## src/clf_pkg.sv

```systemverilog
// Shared constants of the connection-loss fail-safe block.
package clf_pkg;
    // ========================================================
    // Register indices and address width
    localparam logic [7:0] IDX_STATION_ADDR  = 8'h5c;
    localparam logic [7:0] IDX_LINK_REACTION = 8'h5d;
    localparam logic [7:0] IDX_FS_TARGET     = 8'h5e;
    localparam logic [7:0] IDX_REPEAT_TIME   = 8'h5f;
    localparam logic [7:0] IDX_SAVE_CMD      = 8'h60;
    localparam logic [7:0] IDX_STATUS        = 8'h70;
    localparam int         ADDR_W            = 10;
    // ========================================================
    // Reset values
    localparam logic [15:0] RST_STATION_ADDR  = 16'h0000;
    localparam logic [15:0] RST_LINK_REACTION = 16'h0001;
    localparam logic [31:0] RST_FS_TARGET     = 32'h0000_0000;
    localparam logic [15:0] RST_REPEAT_TIME   = 16'h0000;
    // ========================================================
    // Reaction field positions and codes
    localparam int         LOSS_LSB    = 0;
    localparam int         PWRUP_LSB   = 2;
    localparam int         IOPS_LSB    = 4;
    localparam logic [1:0] ACT_CONT    = 2'h0;
    localparam logic [1:0] ACT_ABORT   = 2'h1;
    localparam logic [1:0] ACT_SAFE    = 2'h2;
    localparam logic [5:0] PWRUP_SEC_1 = 6'h0f;
    localparam logic [5:0] PWRUP_SEC_2 = 6'h1e;
    localparam logic [5:0] PWRUP_SEC_3 = 6'h3c;
    // ========================================================
    // Station name source and text prefix "pse-"
    typedef enum logic [1:0] {
        CLF_SRC_NONE,
        CLF_SRC_SWITCH,
        CLF_SRC_PARAM,
        CLF_SRC_CTRL
    } clf_src_e;
    localparam logic [31:0] NAME_PREFIX = 32'h7073_652d;
    // ========================================================
    // Timing
    localparam longint CLK_PERIOD_NS = 20;
    localparam longint SECOND_NS     = 1000000000;
    localparam int     SEC_CYCLES    = int'(SECOND_NS / CLK_PERIOD_NS);
endpackage

```

## src/clf_tick_if.sv

```systemverilog
// One-second tick carried from the divider to the fail-safe logic.
`timescale 1ns/100ps
`default_nettype none
interface clf_tick_if;
    logic tick;
    modport src (output tick);
    modport snk (input tick);
endinterface
`default_nettype wire

```

## src/clf_sec_tick.sv

```systemverilog
// Divider producing a one-cycle pulse once per second.
`timescale 1ns/100ps
`default_nettype none
module clf_sec_tick #(
    parameter int CYCLES = 50000000
) (
    // Clock and reset
    input  wire logic   clk_i,
    input  wire logic   rst_i,
    // Tick out
    clf_tick_if.src     tick_if
);
    logic [31:0] cnt_q;

    always_ff @(posedge clk_i or posedge rst_i) begin
        if (rst_i) begin
            cnt_q        <= 32'h0;
            tick_if.tick <= 1'b0;
        end else if (cnt_q == 32'(CYCLES - 1)) begin
            cnt_q        <= 32'h0;
            tick_if.tick <= 1'b1;
        end else begin
            cnt_q        <= cnt_q + 32'h1;
            tick_if.tick <= 1'b0;
        end
    end
endmodule
`default_nettype wire

```

## src/clf_top.sv

```systemverilog
// Station address selection and fail-safe reaction to link faults.
`timescale 1ns/100ps
`default_nettype none
// What this block does
// - Stored address is used when switches absent or 00 and value nonzero.
// - Address from stored parameter gives name of fixed prefix plus number.
// - Written address becomes active only after save and restart.
// - Switches 00 and stored address zero keep controller-assigned name.
// - Lost link acts on bits 1-0: continue, abort, safe run, reserved.
// - No link after power-up: bits 3-2 pick none, 15, 30, 60 s safe run.
// - Bad provider status acts on bits 5-4 like link loss codes.
// - Every safe run targets the signed safe-position parameter.
// - Failed safe run repeats after repetition period; zero disables.
module clf_top
    import clf_pkg::*;
#(
    parameter int CYCLES_PER_SEC = clf_pkg::SEC_CYCLES
) (
    // Clock and reset
    input  wire logic                       REF_CLK_I,
    input  wire logic                       SYS_RST_I,
    // Avalon-MM slave
    input  wire logic [clf_pkg::ADDR_W-1:0] AVS_ADDRESS_I,
    input  wire logic                       AVS_READ_I,
    input  wire logic                       AVS_WRITE_I,
    input  wire logic [3:0]                 AVS_BYTEENABLE_I,
    input  wire logic [31:0]                AVS_WRITEDATA_I,
    output logic      [31:0]                AVS_READDATA_O,
    output logic                            AVS_WAITREQUEST_O,
    // Address switches and stored address
    input  wire logic                       SWITCH_FITTED_I,
    input  wire logic [7:0]                 SWITCH_ADDR_I,
    input  wire logic [15:0]                STORED_ADDR_I,
    // Effective station identity
    output logic      [15:0]                STATION_ADDR_O,
    output clf_pkg::clf_src_e               NAME_SRC_O,
    output logic      [31:0]                NAME_PREFIX_O,
    output logic                            SAVE_REQ_O,
    output logic      [15:0]                SAVE_ADDR_O,
    // Link and drive status
    input  wire logic                       LINK_UP_I,
    input  wire logic                       IOPS_BAD_I,
    input  wire logic                       RUN_FAILED_I,
    // Drive commands
    output logic                            ABORT_O,
    output logic                            SAFE_RUN_O,
    output logic      [31:0]                SAFE_TARGET_O
);
    import clf_pkg::*;

    // ========================================================
    // Helpers
    function automatic logic hit(input logic [ADDR_W-1:0] a,
                                 input logic [7:0] idx);
        return a == {idx, 2'b00};
    endfunction

    function automatic logic [31:0] merge(input logic [31:0] old,
                                          input logic [31:0] wd,
                                          input logic [3:0]  be);
        logic [31:0] r;
        r = old;
        for (int i = 0; i < 4; i++) begin
            if (be[i]) begin
                r[i*8 +: 8] = wd[i*8 +: 8];
            end
        end
        return r;
    endfunction

    function automatic logic [5:0] pwrup_delay(input logic [1:0] code);
        case (code)
            2'h1:    return PWRUP_SEC_1;
            2'h2:    return PWRUP_SEC_2;
            default: return PWRUP_SEC_3;
        endcase
    endfunction

    // ========================================================
    // Second tick
    clf_tick_if tick_if ();

    clf_sec_tick #(
        .CYCLES (CYCLES_PER_SEC)
    ) u_tick (
        .clk_i   (REF_CLK_I),
        .rst_i   (SYS_RST_I),
        .tick_if (tick_if)
    );

    // ========================================================
    // Bus slave: one wait cycle, then the access completes.
    logic        req;
    logic        acc;
    logic        wr_acc;
    logic [15:0] addr_q;
    logic [15:0] react_q;
    logic [31:0] target_q;
    logic [15:0] repeat_q;
    logic        link_seen_q;
    logic        pu_done_q;
    logic        rep_arm_q;
    logic [15:0] active_addr_q;

    assign req    = AVS_READ_I | AVS_WRITE_I;
    assign acc    = req & ~AVS_WAITREQUEST_O;
    assign wr_acc = AVS_WRITE_I & ~AVS_WAITREQUEST_O;

    always_ff @(posedge REF_CLK_I or posedge SYS_RST_I) begin
        if (SYS_RST_I) begin
            AVS_WAITREQUEST_O <= 1'b1;
        end else begin
            AVS_WAITREQUEST_O <= ~(req & AVS_WAITREQUEST_O);
        end
    end

    always_ff @(posedge REF_CLK_I or posedge SYS_RST_I) begin
        if (SYS_RST_I) begin
            AVS_READDATA_O <= 32'h0;
        end else if (AVS_READ_I & AVS_WAITREQUEST_O) begin
            if (hit(AVS_ADDRESS_I, IDX_STATION_ADDR)) begin
                AVS_READDATA_O <= {16'h0, addr_q};
            end else if (hit(AVS_ADDRESS_I, IDX_LINK_REACTION)) begin
                AVS_READDATA_O <= {16'h0, react_q};
            end else if (hit(AVS_ADDRESS_I, IDX_FS_TARGET)) begin
                AVS_READDATA_O <= target_q;
            end else if (hit(AVS_ADDRESS_I, IDX_REPEAT_TIME)) begin
                AVS_READDATA_O <= {16'h0, repeat_q};
            end else if (hit(AVS_ADDRESS_I, IDX_STATUS)) begin
                AVS_READDATA_O <= {active_addr_q, 9'h0, NAME_SRC_O,
                                   rep_arm_q, pu_done_q, link_seen_q,
                                   IOPS_BAD_I, LINK_UP_I};
            end else begin
                AVS_READDATA_O <= 32'h0;
            end
        end
    end

    // Writable parameters; the address only reaches the live station
    // address through the save port and a restart.
    always_ff @(posedge REF_CLK_I or posedge SYS_RST_I) begin
        if (SYS_RST_I) begin
            addr_q   <= RST_STATION_ADDR;
            react_q  <= RST_LINK_REACTION;
            target_q <= RST_FS_TARGET;
            repeat_q <= RST_REPEAT_TIME;
        end else if (wr_acc) begin
            if (hit(AVS_ADDRESS_I, IDX_STATION_ADDR)) begin
                addr_q <= 16'(merge({16'h0, addr_q}, AVS_WRITEDATA_I,
                                    AVS_BYTEENABLE_I));
            end else if (hit(AVS_ADDRESS_I, IDX_LINK_REACTION)) begin
                react_q <= 16'(merge({16'h0, react_q}, AVS_WRITEDATA_I,
                                     AVS_BYTEENABLE_I));
            end else if (hit(AVS_ADDRESS_I, IDX_FS_TARGET)) begin
                target_q <= merge(target_q, AVS_WRITEDATA_I,
                                  AVS_BYTEENABLE_I);
            end else if (hit(AVS_ADDRESS_I, IDX_REPEAT_TIME)) begin
                repeat_q <= 16'(merge({16'h0, repeat_q}, AVS_WRITEDATA_I,
                                      AVS_BYTEENABLE_I));
            end
        end
    end

    // Writing bit 0 of the save command hands the address to storage.
    always_ff @(posedge REF_CLK_I or posedge SYS_RST_I) begin
        if (SYS_RST_I) begin
            SAVE_REQ_O  <= 1'b0;
            SAVE_ADDR_O <= 16'h0;
        end else begin
            SAVE_REQ_O  <= wr_acc & hit(AVS_ADDRESS_I, IDX_SAVE_CMD)
                           & AVS_BYTEENABLE_I[0] & AVS_WRITEDATA_I[0];
            SAVE_ADDR_O <= addr_q;
        end
    end

    // ========================================================
    // Station address, resolved once in the first cycle after reset.
    logic boot_q;

    always_ff @(posedge REF_CLK_I or posedge SYS_RST_I) begin
        if (SYS_RST_I) begin
            boot_q         <= 1'b0;
            active_addr_q  <= 16'h0;
            STATION_ADDR_O <= 16'h0;
            NAME_SRC_O     <= CLF_SRC_NONE;
            NAME_PREFIX_O  <= 32'h0;
        end else if (!boot_q) begin
            boot_q        <= 1'b1;
            active_addr_q <= STORED_ADDR_I;
            if (SWITCH_FITTED_I && SWITCH_ADDR_I != 8'h00) begin
                STATION_ADDR_O <= {8'h00, SWITCH_ADDR_I};
                NAME_SRC_O     <= CLF_SRC_SWITCH;
            end else if (STORED_ADDR_I != 16'h0) begin
                STATION_ADDR_O <= STORED_ADDR_I;
                NAME_SRC_O     <= CLF_SRC_PARAM;
                NAME_PREFIX_O  <= NAME_PREFIX;
            end else begin
                STATION_ADDR_O <= 16'h0;
                NAME_SRC_O     <= CLF_SRC_CTRL;
            end
        end
    end

    // ========================================================
    // Fault events
    logic       link_prev_q;
    logic       iops_prev_q;
    logic       loss_ev;
    logic       iops_ev;
    logic [1:0] loss_code;
    logic [1:0] pu_code;
    logic [1:0] iops_code;

    assign loss_code = react_q[LOSS_LSB +: 2];
    assign pu_code   = react_q[PWRUP_LSB +: 2];
    assign iops_code = react_q[IOPS_LSB +: 2];
    assign loss_ev   = link_seen_q & link_prev_q & ~LINK_UP_I;
    assign iops_ev   = IOPS_BAD_I & ~iops_prev_q;

    always_ff @(posedge REF_CLK_I or posedge SYS_RST_I) begin
        if (SYS_RST_I) begin
            link_prev_q <= 1'b0;
            iops_prev_q <= 1'b0;
            link_seen_q <= 1'b0;
        end else begin
            link_prev_q <= LINK_UP_I;
            iops_prev_q <= IOPS_BAD_I;
            if (LINK_UP_I) begin
                link_seen_q <= 1'b1;
            end
        end
    end

    // Power-up wait for the first link.
    logic [5:0] pu_sec_q;
    logic       pu_fire;

    assign pu_fire = ~pu_done_q & ~link_seen_q & ~LINK_UP_I
                     & (pu_code != 2'h0)
                     & (pu_sec_q == pwrup_delay(pu_code));

    always_ff @(posedge REF_CLK_I or posedge SYS_RST_I) begin
        if (SYS_RST_I) begin
            pu_sec_q  <= 6'h0;
            pu_done_q <= 1'b0;
        end else if (LINK_UP_I || link_seen_q) begin
            pu_done_q <= 1'b1;
        end else if (pu_fire) begin
            pu_done_q <= 1'b1;
        end else if (tick_if.tick && !pu_done_q && pu_sec_q != 6'h3f) begin
            pu_sec_q <= pu_sec_q + 6'h1;
        end
    end

    // Repetition of a failed safe run.
    logic [15:0] rep_sec_q;
    logic        rep_fire;

    assign rep_fire = rep_arm_q & (rep_sec_q == repeat_q);

    always_ff @(posedge REF_CLK_I or posedge SYS_RST_I) begin
        if (SYS_RST_I) begin
            rep_arm_q <= 1'b0;
            rep_sec_q <= 16'h0;
        end else if (RUN_FAILED_I && repeat_q != 16'h0) begin
            rep_arm_q <= 1'b1;
            rep_sec_q <= 16'h0;
        end else if (rep_fire || repeat_q == 16'h0) begin
            rep_arm_q <= 1'b0;
        end else if (rep_arm_q && tick_if.tick) begin
            rep_sec_q <= rep_sec_q + 16'h1;
        end
    end

    // ========================================================
    // Drive commands
    logic safe_req;
    logic abort_req;

    assign safe_req  = (loss_ev & (loss_code == ACT_SAFE))
                     | (iops_ev & (iops_code == ACT_SAFE))
                     | pu_fire | rep_fire;
    assign abort_req = (loss_ev & (loss_code == ACT_ABORT))
                     | (iops_ev & (iops_code == ACT_ABORT));

    always_ff @(posedge REF_CLK_I or posedge SYS_RST_I) begin
        if (SYS_RST_I) begin
            ABORT_O       <= 1'b0;
            SAFE_RUN_O    <= 1'b0;
            SAFE_TARGET_O <= 32'h0;
        end else begin
            ABORT_O    <= abort_req;
            SAFE_RUN_O <= safe_req;
            if (safe_req) begin
                SAFE_TARGET_O <= target_q;
            end
        end
    end
endmodule
`default_nettype wire

```

## config.mk

```make
export PLATFORM = sky130hd
export DESIGN_NAME = clf_top
export DESIGN_NICKNAME = d
export VERILOG_FILES = /design/src/clf_pkg.sv /design/src/clf_tick_if.sv /design/src/clf_sec_tick.sv /design/src/clf_top.sv
export SDC_FILE = /design/constraint.sdc
export NUM_CORES = 1
export LEC_CHECK = 0
export BUFFER_PORTS_ARGS = -buffer_cell sky130_fd_sc_hd__buf_4
export CORE_MARGIN = 3
export CORE_UTILIZATION = 39
export CTS_CLUSTER_DIAMETER = 30
export DETAILED_ROUTE_END_ITERATION = 16
export GPL_ROUTABILITY_DRIVEN = 0
export MAX_ROUTING_LAYER = met4
export PLACE_DENSITY_LB_ADDON = 0.12
export RECOVER_POWER = 100
export SETUP_SLACK_MARGIN = 0.2
export SYNTH_ARGS = -nofsm -noshare
export SYNTH_HDL_FRONTEND = slang
export SYNTH_SLANG_ARGS = --single-unit
```

## constraint.sdc

```tcl
create_clock -name REF_CLK_I -period 17.6 [get_ports REF_CLK_I]
set_input_delay 0.88 -clock REF_CLK_I [delete_from_list [all_inputs] [get_ports REF_CLK_I]]
set_output_delay 0.88 -clock REF_CLK_I [all_outputs]
set_load 0.02 [all_outputs]
```

==> flow_summary.toml, run 1 <==
[outcome]
outcome = "complete, but fails checks"
violations = "capacitance limit, slew limit"

[routing]
vias = 8284
drtIter0Drc = 518
drtAntennaViolNets = 0
dr.pass1.iters = 6
route.detailed.drc = 0
finalWirelength_mm = 30.3
avgRoutedWirePerCell_um = 18.8
avgViaCountPerCell = 5.15

[yosys]
synth_top_area_share = 0.562
synthFlopType = "dfrtp_1"
postSynthCellCount = 971
syn_area_um2 = 11500
synth_edf_count = 0
synth.largest_area_cell = "dfrtp_1"
ys_ff_latch = 260
synth_cell_types = 60
ys_warn_count = 0
synth_most_common_cell = "dfrtp_1"
synth_commonest_cells = "dfrtp_1, mux2_2, nand2_1, nor2_1, o21ai_0"
synth_area_leaders = "dfrtp_1, mux2_2, o21ai_0"
avgSynthCellArea_um2 = 11.8
seq_area_frac_synth = 0.567
synthArstFlopShare = 1.00

[sta]
period_minus_slack_ps = 7170
timing.final.crit_share = 0.408
setup_viol = 0
setup_tns_ps = 0
hold_violations = 0
timing.slew.headroom = -3.37
clock.fmax_mhz = 139
rsz0062_at_grt = "false"
tightest_slew_ps = 6520
finalMaxSlewViolations = 366
skew_ps = 20.8

[pwr]
peakVddDrop_mv = 0.0850
power.switching_uw = 441
seqPwrFrac = 0.352
pwr_density_cell_nw_per_um2 = 129
p_clk_frac = 0.584
power_leakage_uw = 0.00666
p_sw_frac = 0.235
share_comb_of_total_power = 0.064
intPower_uw = 1440

[worst_setup_path]
critPathCaptureType = "async pin"
crit_path_start_kind = "input port"
cp_max_fo = 147
crit_arrival_ps = 7110
critPathKind = "input port to async pin"
crit_required_ps = 17540

[place]
hpwl_mm = 20.8
io_buffers = 195

[finish]
n_antenna_cell = 0
fin_util = 0.505
fin_nets = 1260
drive_above_1_share = 0.246
area_delta_synth_final_pct = 27.0

[clock_network]
cts_num_sinks = 260
cts_tree = "built"
cts_resized = 0
clkTransAtPathRegs_ps = 40
cts-htree-levels = 2
post_cts_buffers = 0
hold_buffers = 0
clock_latency_ps = 550
cts-root-buf = "clkbuf_16"
cts_buffers = 56
clock_path_buffers = 3

[global_routing]
top_usage_layer = "met2"
antenna_found_initial = 0
met3_usage = 0.0436
grtUsageMet2 = 0.298
grt_pass1_vias = 8441
grt_max_degree = 148
grt.total_usage = 0.196
use_met1 = 0.259
grt.overflow.total = 0
grt_pass1_wl_mm = 47.2

[floorplanning]
die_x_um = 178
dieHeight_um = 178
num_rows = 62
pin_count = 212
start_util = 0.398
die_area_um2 = 31500
core_area_um2 = 28900

[worst_hold_path]
hp-class = "flip-flop to flip-flop"

[flow_run]
drv_cap = 6
## cell families (layout without fill, tap and decap cells)
| kind of cell | count (synthesis) | count (layout) | synth area share |
|---|---|---|---|
| simple gates | 279 | 279 | 0.127 |
| mux | 138 | 138 | 0.133 |
| xor+xnor | 52 | 52 | 0.0397 |
| fa+ha+maj | 6 | 6 | 0.00654 |
| compound gates | 141 | 141 | 0.0808 |
| buf+inv | 93 | 331 | 0.0450 |
| other cells | 2 | 17 | 0.000654 |
| flops | 260 | 260 | 0.567 |
## sequential cells by signal, indices dropped and copies added, names as in the netlist, 2 cells and up
register        cells
AVS_READDATA_O     32
NAME_SRC_O          2
SAFE_TARGET_O      32
SAVE_ADDR_O        16
STATION_ADDR_O     16
active_addr_q      16
addr_q             16
pu_sec_q            6
react_q            16
rep_sec_q          16
repeat_q           16
target_q           32
u_tick.cnt_q       32
## critical path, cell delays in order
cell and delay, ps:
clkbuf_4 110, clkinvlp_2 3600, clkbuf_1 2420
## power by group through the flow
stage,clock network (uW),logic [uW],registers [uW]
final,1100,120,660
after global placement,0,129,669
after global routing,1150,134,665
after detailed placement,0,132,669
after CTS,1120,132,661
after floorplan,0,73.2,668
## layer usage
| layer | part of all wire | vias to the layer above |
|---|---|---|
| met1 | 0.44 | 4111 |
| met4 | 0.027 | 0 |
| met5 | 0 | - |
| li1 | - | 3864 |
| met3 | 0.062 | 61 |
| met2 | 0.47 | 248 |
## through the flow
| step | worst slack [ps] | hold WS, ps | cells | total power [uW] | cell area [um^2] |
|---|---|---|---|---|---|
| 5_1_grt | 8850 | 407 | 1608 | 1940 | 14600 |
| 6_report | 10430 | 392 | 1608 | 1880 | 14600 |
| 3_5_place_dp | 13830 | 385 | 1502 | 801 | 13100 |
| 2_1_floorplan | 9570 | 365 | 986 | 741 | 11500 |
| 3_3_place_gp | 13890 | 381 | 1502 | 798 | 13100 |
| 4_1_cts | 14370 | 398 | 1608 | 1910 | 15100 |
## cell usage in the layout (no fill, tap or decap), types with 4 or more instances in the layout
cell type	synthesis	layout
nand3_1	30	32
or2_2	5	4
dfrtp_1	258	258
clkbuf_16	0	57
a221oi_1	11	11
bufinv_16	0	9
xor2_1	21	21
buf_4	31	73
a222oi_1	9	9
a21oi_1	17	17
o22ai_1	7	7
o21ai_0	61	64
conb_1	2	17
clkbuf_1	31	132
and4_1	8	8
nand4_1	14	14
nor3_1	6	9
o211ai_1	4	5
a221o_1	6	6
ha_1	6	6
nor2b_1	6	6
a22oi_1	5	5
nand2_1	74	74
and3_1	9	9
or3_1	10	10
a22o_1	6	6
clkinv_2	0	13
nor2_1	63	67
nor4_1	14	14
clkbuf_8	0	10
and2_1	4	4
mux2i_1	17	17
inv_1	22	21
clkinvlp_4	0	9
xnor2_1	31	31
or4_1	11	12
mux2_2	119	118
nor3b_1	4	4
## final timing paths
kind / end / depth (start not counted) / from / slack [ps]
min: SAVE_ADDR_O[14] / 0 / addr_q[14] / 390
max: u_tick.cnt_q[12] / 3 / SYS_RST_I / 10430
max in group REF_CLK_I: SAFE_TARGET_O[8] / 8 / react_q[3] / 12800
max reg2reg: SAFE_TARGET_O[8] / 8 / react_q[3] / 12800
min reg2reg: SAVE_ADDR_O[14] / 0 / addr_q[14] / 390
min in group asynchronous: SAFE_TARGET_O[27] / 2 / SYS_RST_I / 2410
## final cells by class
class,count,area [um^2]
clock buffers,71,1580
repair buffers,203,1040
well taps,384,480
multi-input cells,633,4450
inverters,22,83.8
clock inverters,35,438
flip-flops and latches,260,6510
fillers,2734,14300
(Power assumes the default switching activity.)
==> inputs of run 2 (changes only) <==
clock period = 6 ns   (was 17.6 ns; I/O delays follow)
==> flow_summary.toml, run 2 (synthesis gave the netlist of run 1 again) <==
[clock_network]
cts_num_sinks = 260
clock_path_buffers = 3
cts_buffers = 59
cts-htree-levels = 2
cts_tree = "built"
cts_resized = 0
cts-root-buf = "clkbuf_16"
clock_latency_ps = 560
clkTransAtPathRegs_ps = 40

[worst_hold_path]
hp-class = "input port to flip-flop"

[global_routing]
grt_pass1_wl_mm = 48.0
grt.overflow.total = 0
grt_pass1_vias = 8529
antenna_found_initial = 0
grt_max_degree = 132
grt.total_usage = 0.197

[pwr]
p_clk_frac = 0.581
pwr_density_cell_nw_per_um2 = 366
p_sw_frac = 0.235
total_power_uw = 5530
power.switching_uw = 1300
share_comb_of_total_power = 0.068
peakVddDrop_mv = 0.198
seqPwrFrac = 0.350
power_leakage_uw = 0.00692
intPower_uw = 4230

[worst_setup_path]
path_buf_inv = 1
r2r_slack_ps = 1820
path_delay_family = "buffers and inverters"
crit_arrival_ps = 4600
cp_max_fo = 33
crit_slowest_cell = "clkbuf_1"
cp_slowest_stage_delay_ps = 1550
crit_path_start_kind = "flip-flop"
crit_required_ps = 6420
critPathCaptureType = "flip-flop"
critPathKind = "flip-flop to flip-flop"
cp_cell_sequence = "xor2_1, or4b_1, nor4_1, nand4_1, o311ai_4, clkbuf_1, mux2_2"

[sta]
timing.slew.headroom = -0.415
clock.fmax_mhz = 239
skew_ps = 14.1
rsz0062_at_grt = "false"
setup_viol = 0
finalWorstSetupSlack_ps = 1820
hold_violations = 0
finalMaxSlewViolations = 137
period_minus_slack_ps = 4180
timing.final.crit_share = 0.696
tightest_slew_ps = 2120
setup_tns_ps = 0
hold_slack_ps = 17.6

[place]
hpwl_mm = 20.7
io_buffers = 195
place_ws_ps = 2850

[finish]
area_delta_synth_final_pct = 31.5
fin_util = 0.524
final_common_cell = "dfrtp_1"
fin_nets = 1311
n_antenna_cell = 0
drive_above_1_share = 0.235
final_cell_mix = "dfrtp_1, clkbuf_1, mux2_2, nand2_1, buf_4"

[outcome]
outcome = "complete, but fails checks"
violations = "capacitance limit, slew limit"

[routing]
avgViaCountPerCell = 5.08
route.detailed.drc = 0
dr.pass1.iters = 6
vias = 8422
avgRoutedWirePerCell_um = 18.1
drtIter0Drc = 495
drtAntennaViolNets = 0
finalWirelength_mm = 30.0

[floorplanning]
start_util = 0.398
core_area_um2 = 28900
die_x_um = 178
num_rows = 62
pin_count = 212
die_area_um2 = 31500
dieHeight_um = 178

[flow_run]
drv_cap = 4
-- run 2: cell count changes in the layout (fill, tap and decap cells not counted), moves of 3 or more --
cell           before  now
clkbuf_1          132  138
clkbuf_8           10    6
clkinv_4            1    4
clkbuf_16          57   60
dlygate4sd3_1       0   47
-- run 2: worst register-to-register path, cell delays in order, from the launching register on --
cell	delay, ps
dfrtp_1	460
xor2_1	200
or4b_1	500
nor4_1	230
nand4_1	430
o311ai_4	210
clkbuf_1	1550
mux2_2	460
-- run 2: area by class of cell --
class,count,area (um^2)
Sequential cell,260,6510
Clock buffer,76,1620
Fill cell,2662,13800
Clock inverter,32,408
Tap cell,384,480
Inverter,22,83.8
Timing Repair Buffer,251,1530
Multi-Input combinational cell,633,4470
-- run 2: path summary, 6_finish.rpt --
path / startpoint / end / cells past startpoint
worst max-delay path: rep_sec_q[8] / SAFE_TARGET_O[27] / 7
worst min-delay path: AVS_WRITEDATA_I[15] / target_q[15] / 3
worst max register to register: rep_sec_q[8] / SAFE_TARGET_O[27] / 7
worst min register to register: addr_q[10] / SAVE_ADDR_O[10] / 0
max in group asynchronous: SYS_RST_I / SAVE_ADDR_O[1] / 4
min in group asynchronous: SYS_RST_I / NAME_SRC_O[1] / 3
-- run 2: metrics by stage --
step	cell area, um^2	cells
floorplan	11500	986
detailed placement	13100	1503
global route	15100	1658
finish	15100	1658
global placement	13100	1503
CTS	15600	1658
-- run 2: timing repair --
| item | CTS | global route |
|---|---|---|
| endpoints found under the hold margin | 88 | 0 |
| setup buffers | 0 | 0 |
| hold buffers | 47 | 0 |
-- run 2: power by group through the flow --
stage	combinational [uW]	sequential [uW]	clock, uW
final	378	1940	3210
after global routing	423	1950	3380
after global placement	379	1960	0
after floorplan	215	1960	0
after detailed placement	387	1960	0
after CTS	413	1940	3280
-- run 2: metal layers --
metal,track usage,part of all wire
met2,0.293,0.46
met1,0.272,0.46
met4,0.0494,0.015
met5,-,0
met3,0.0484,0.060
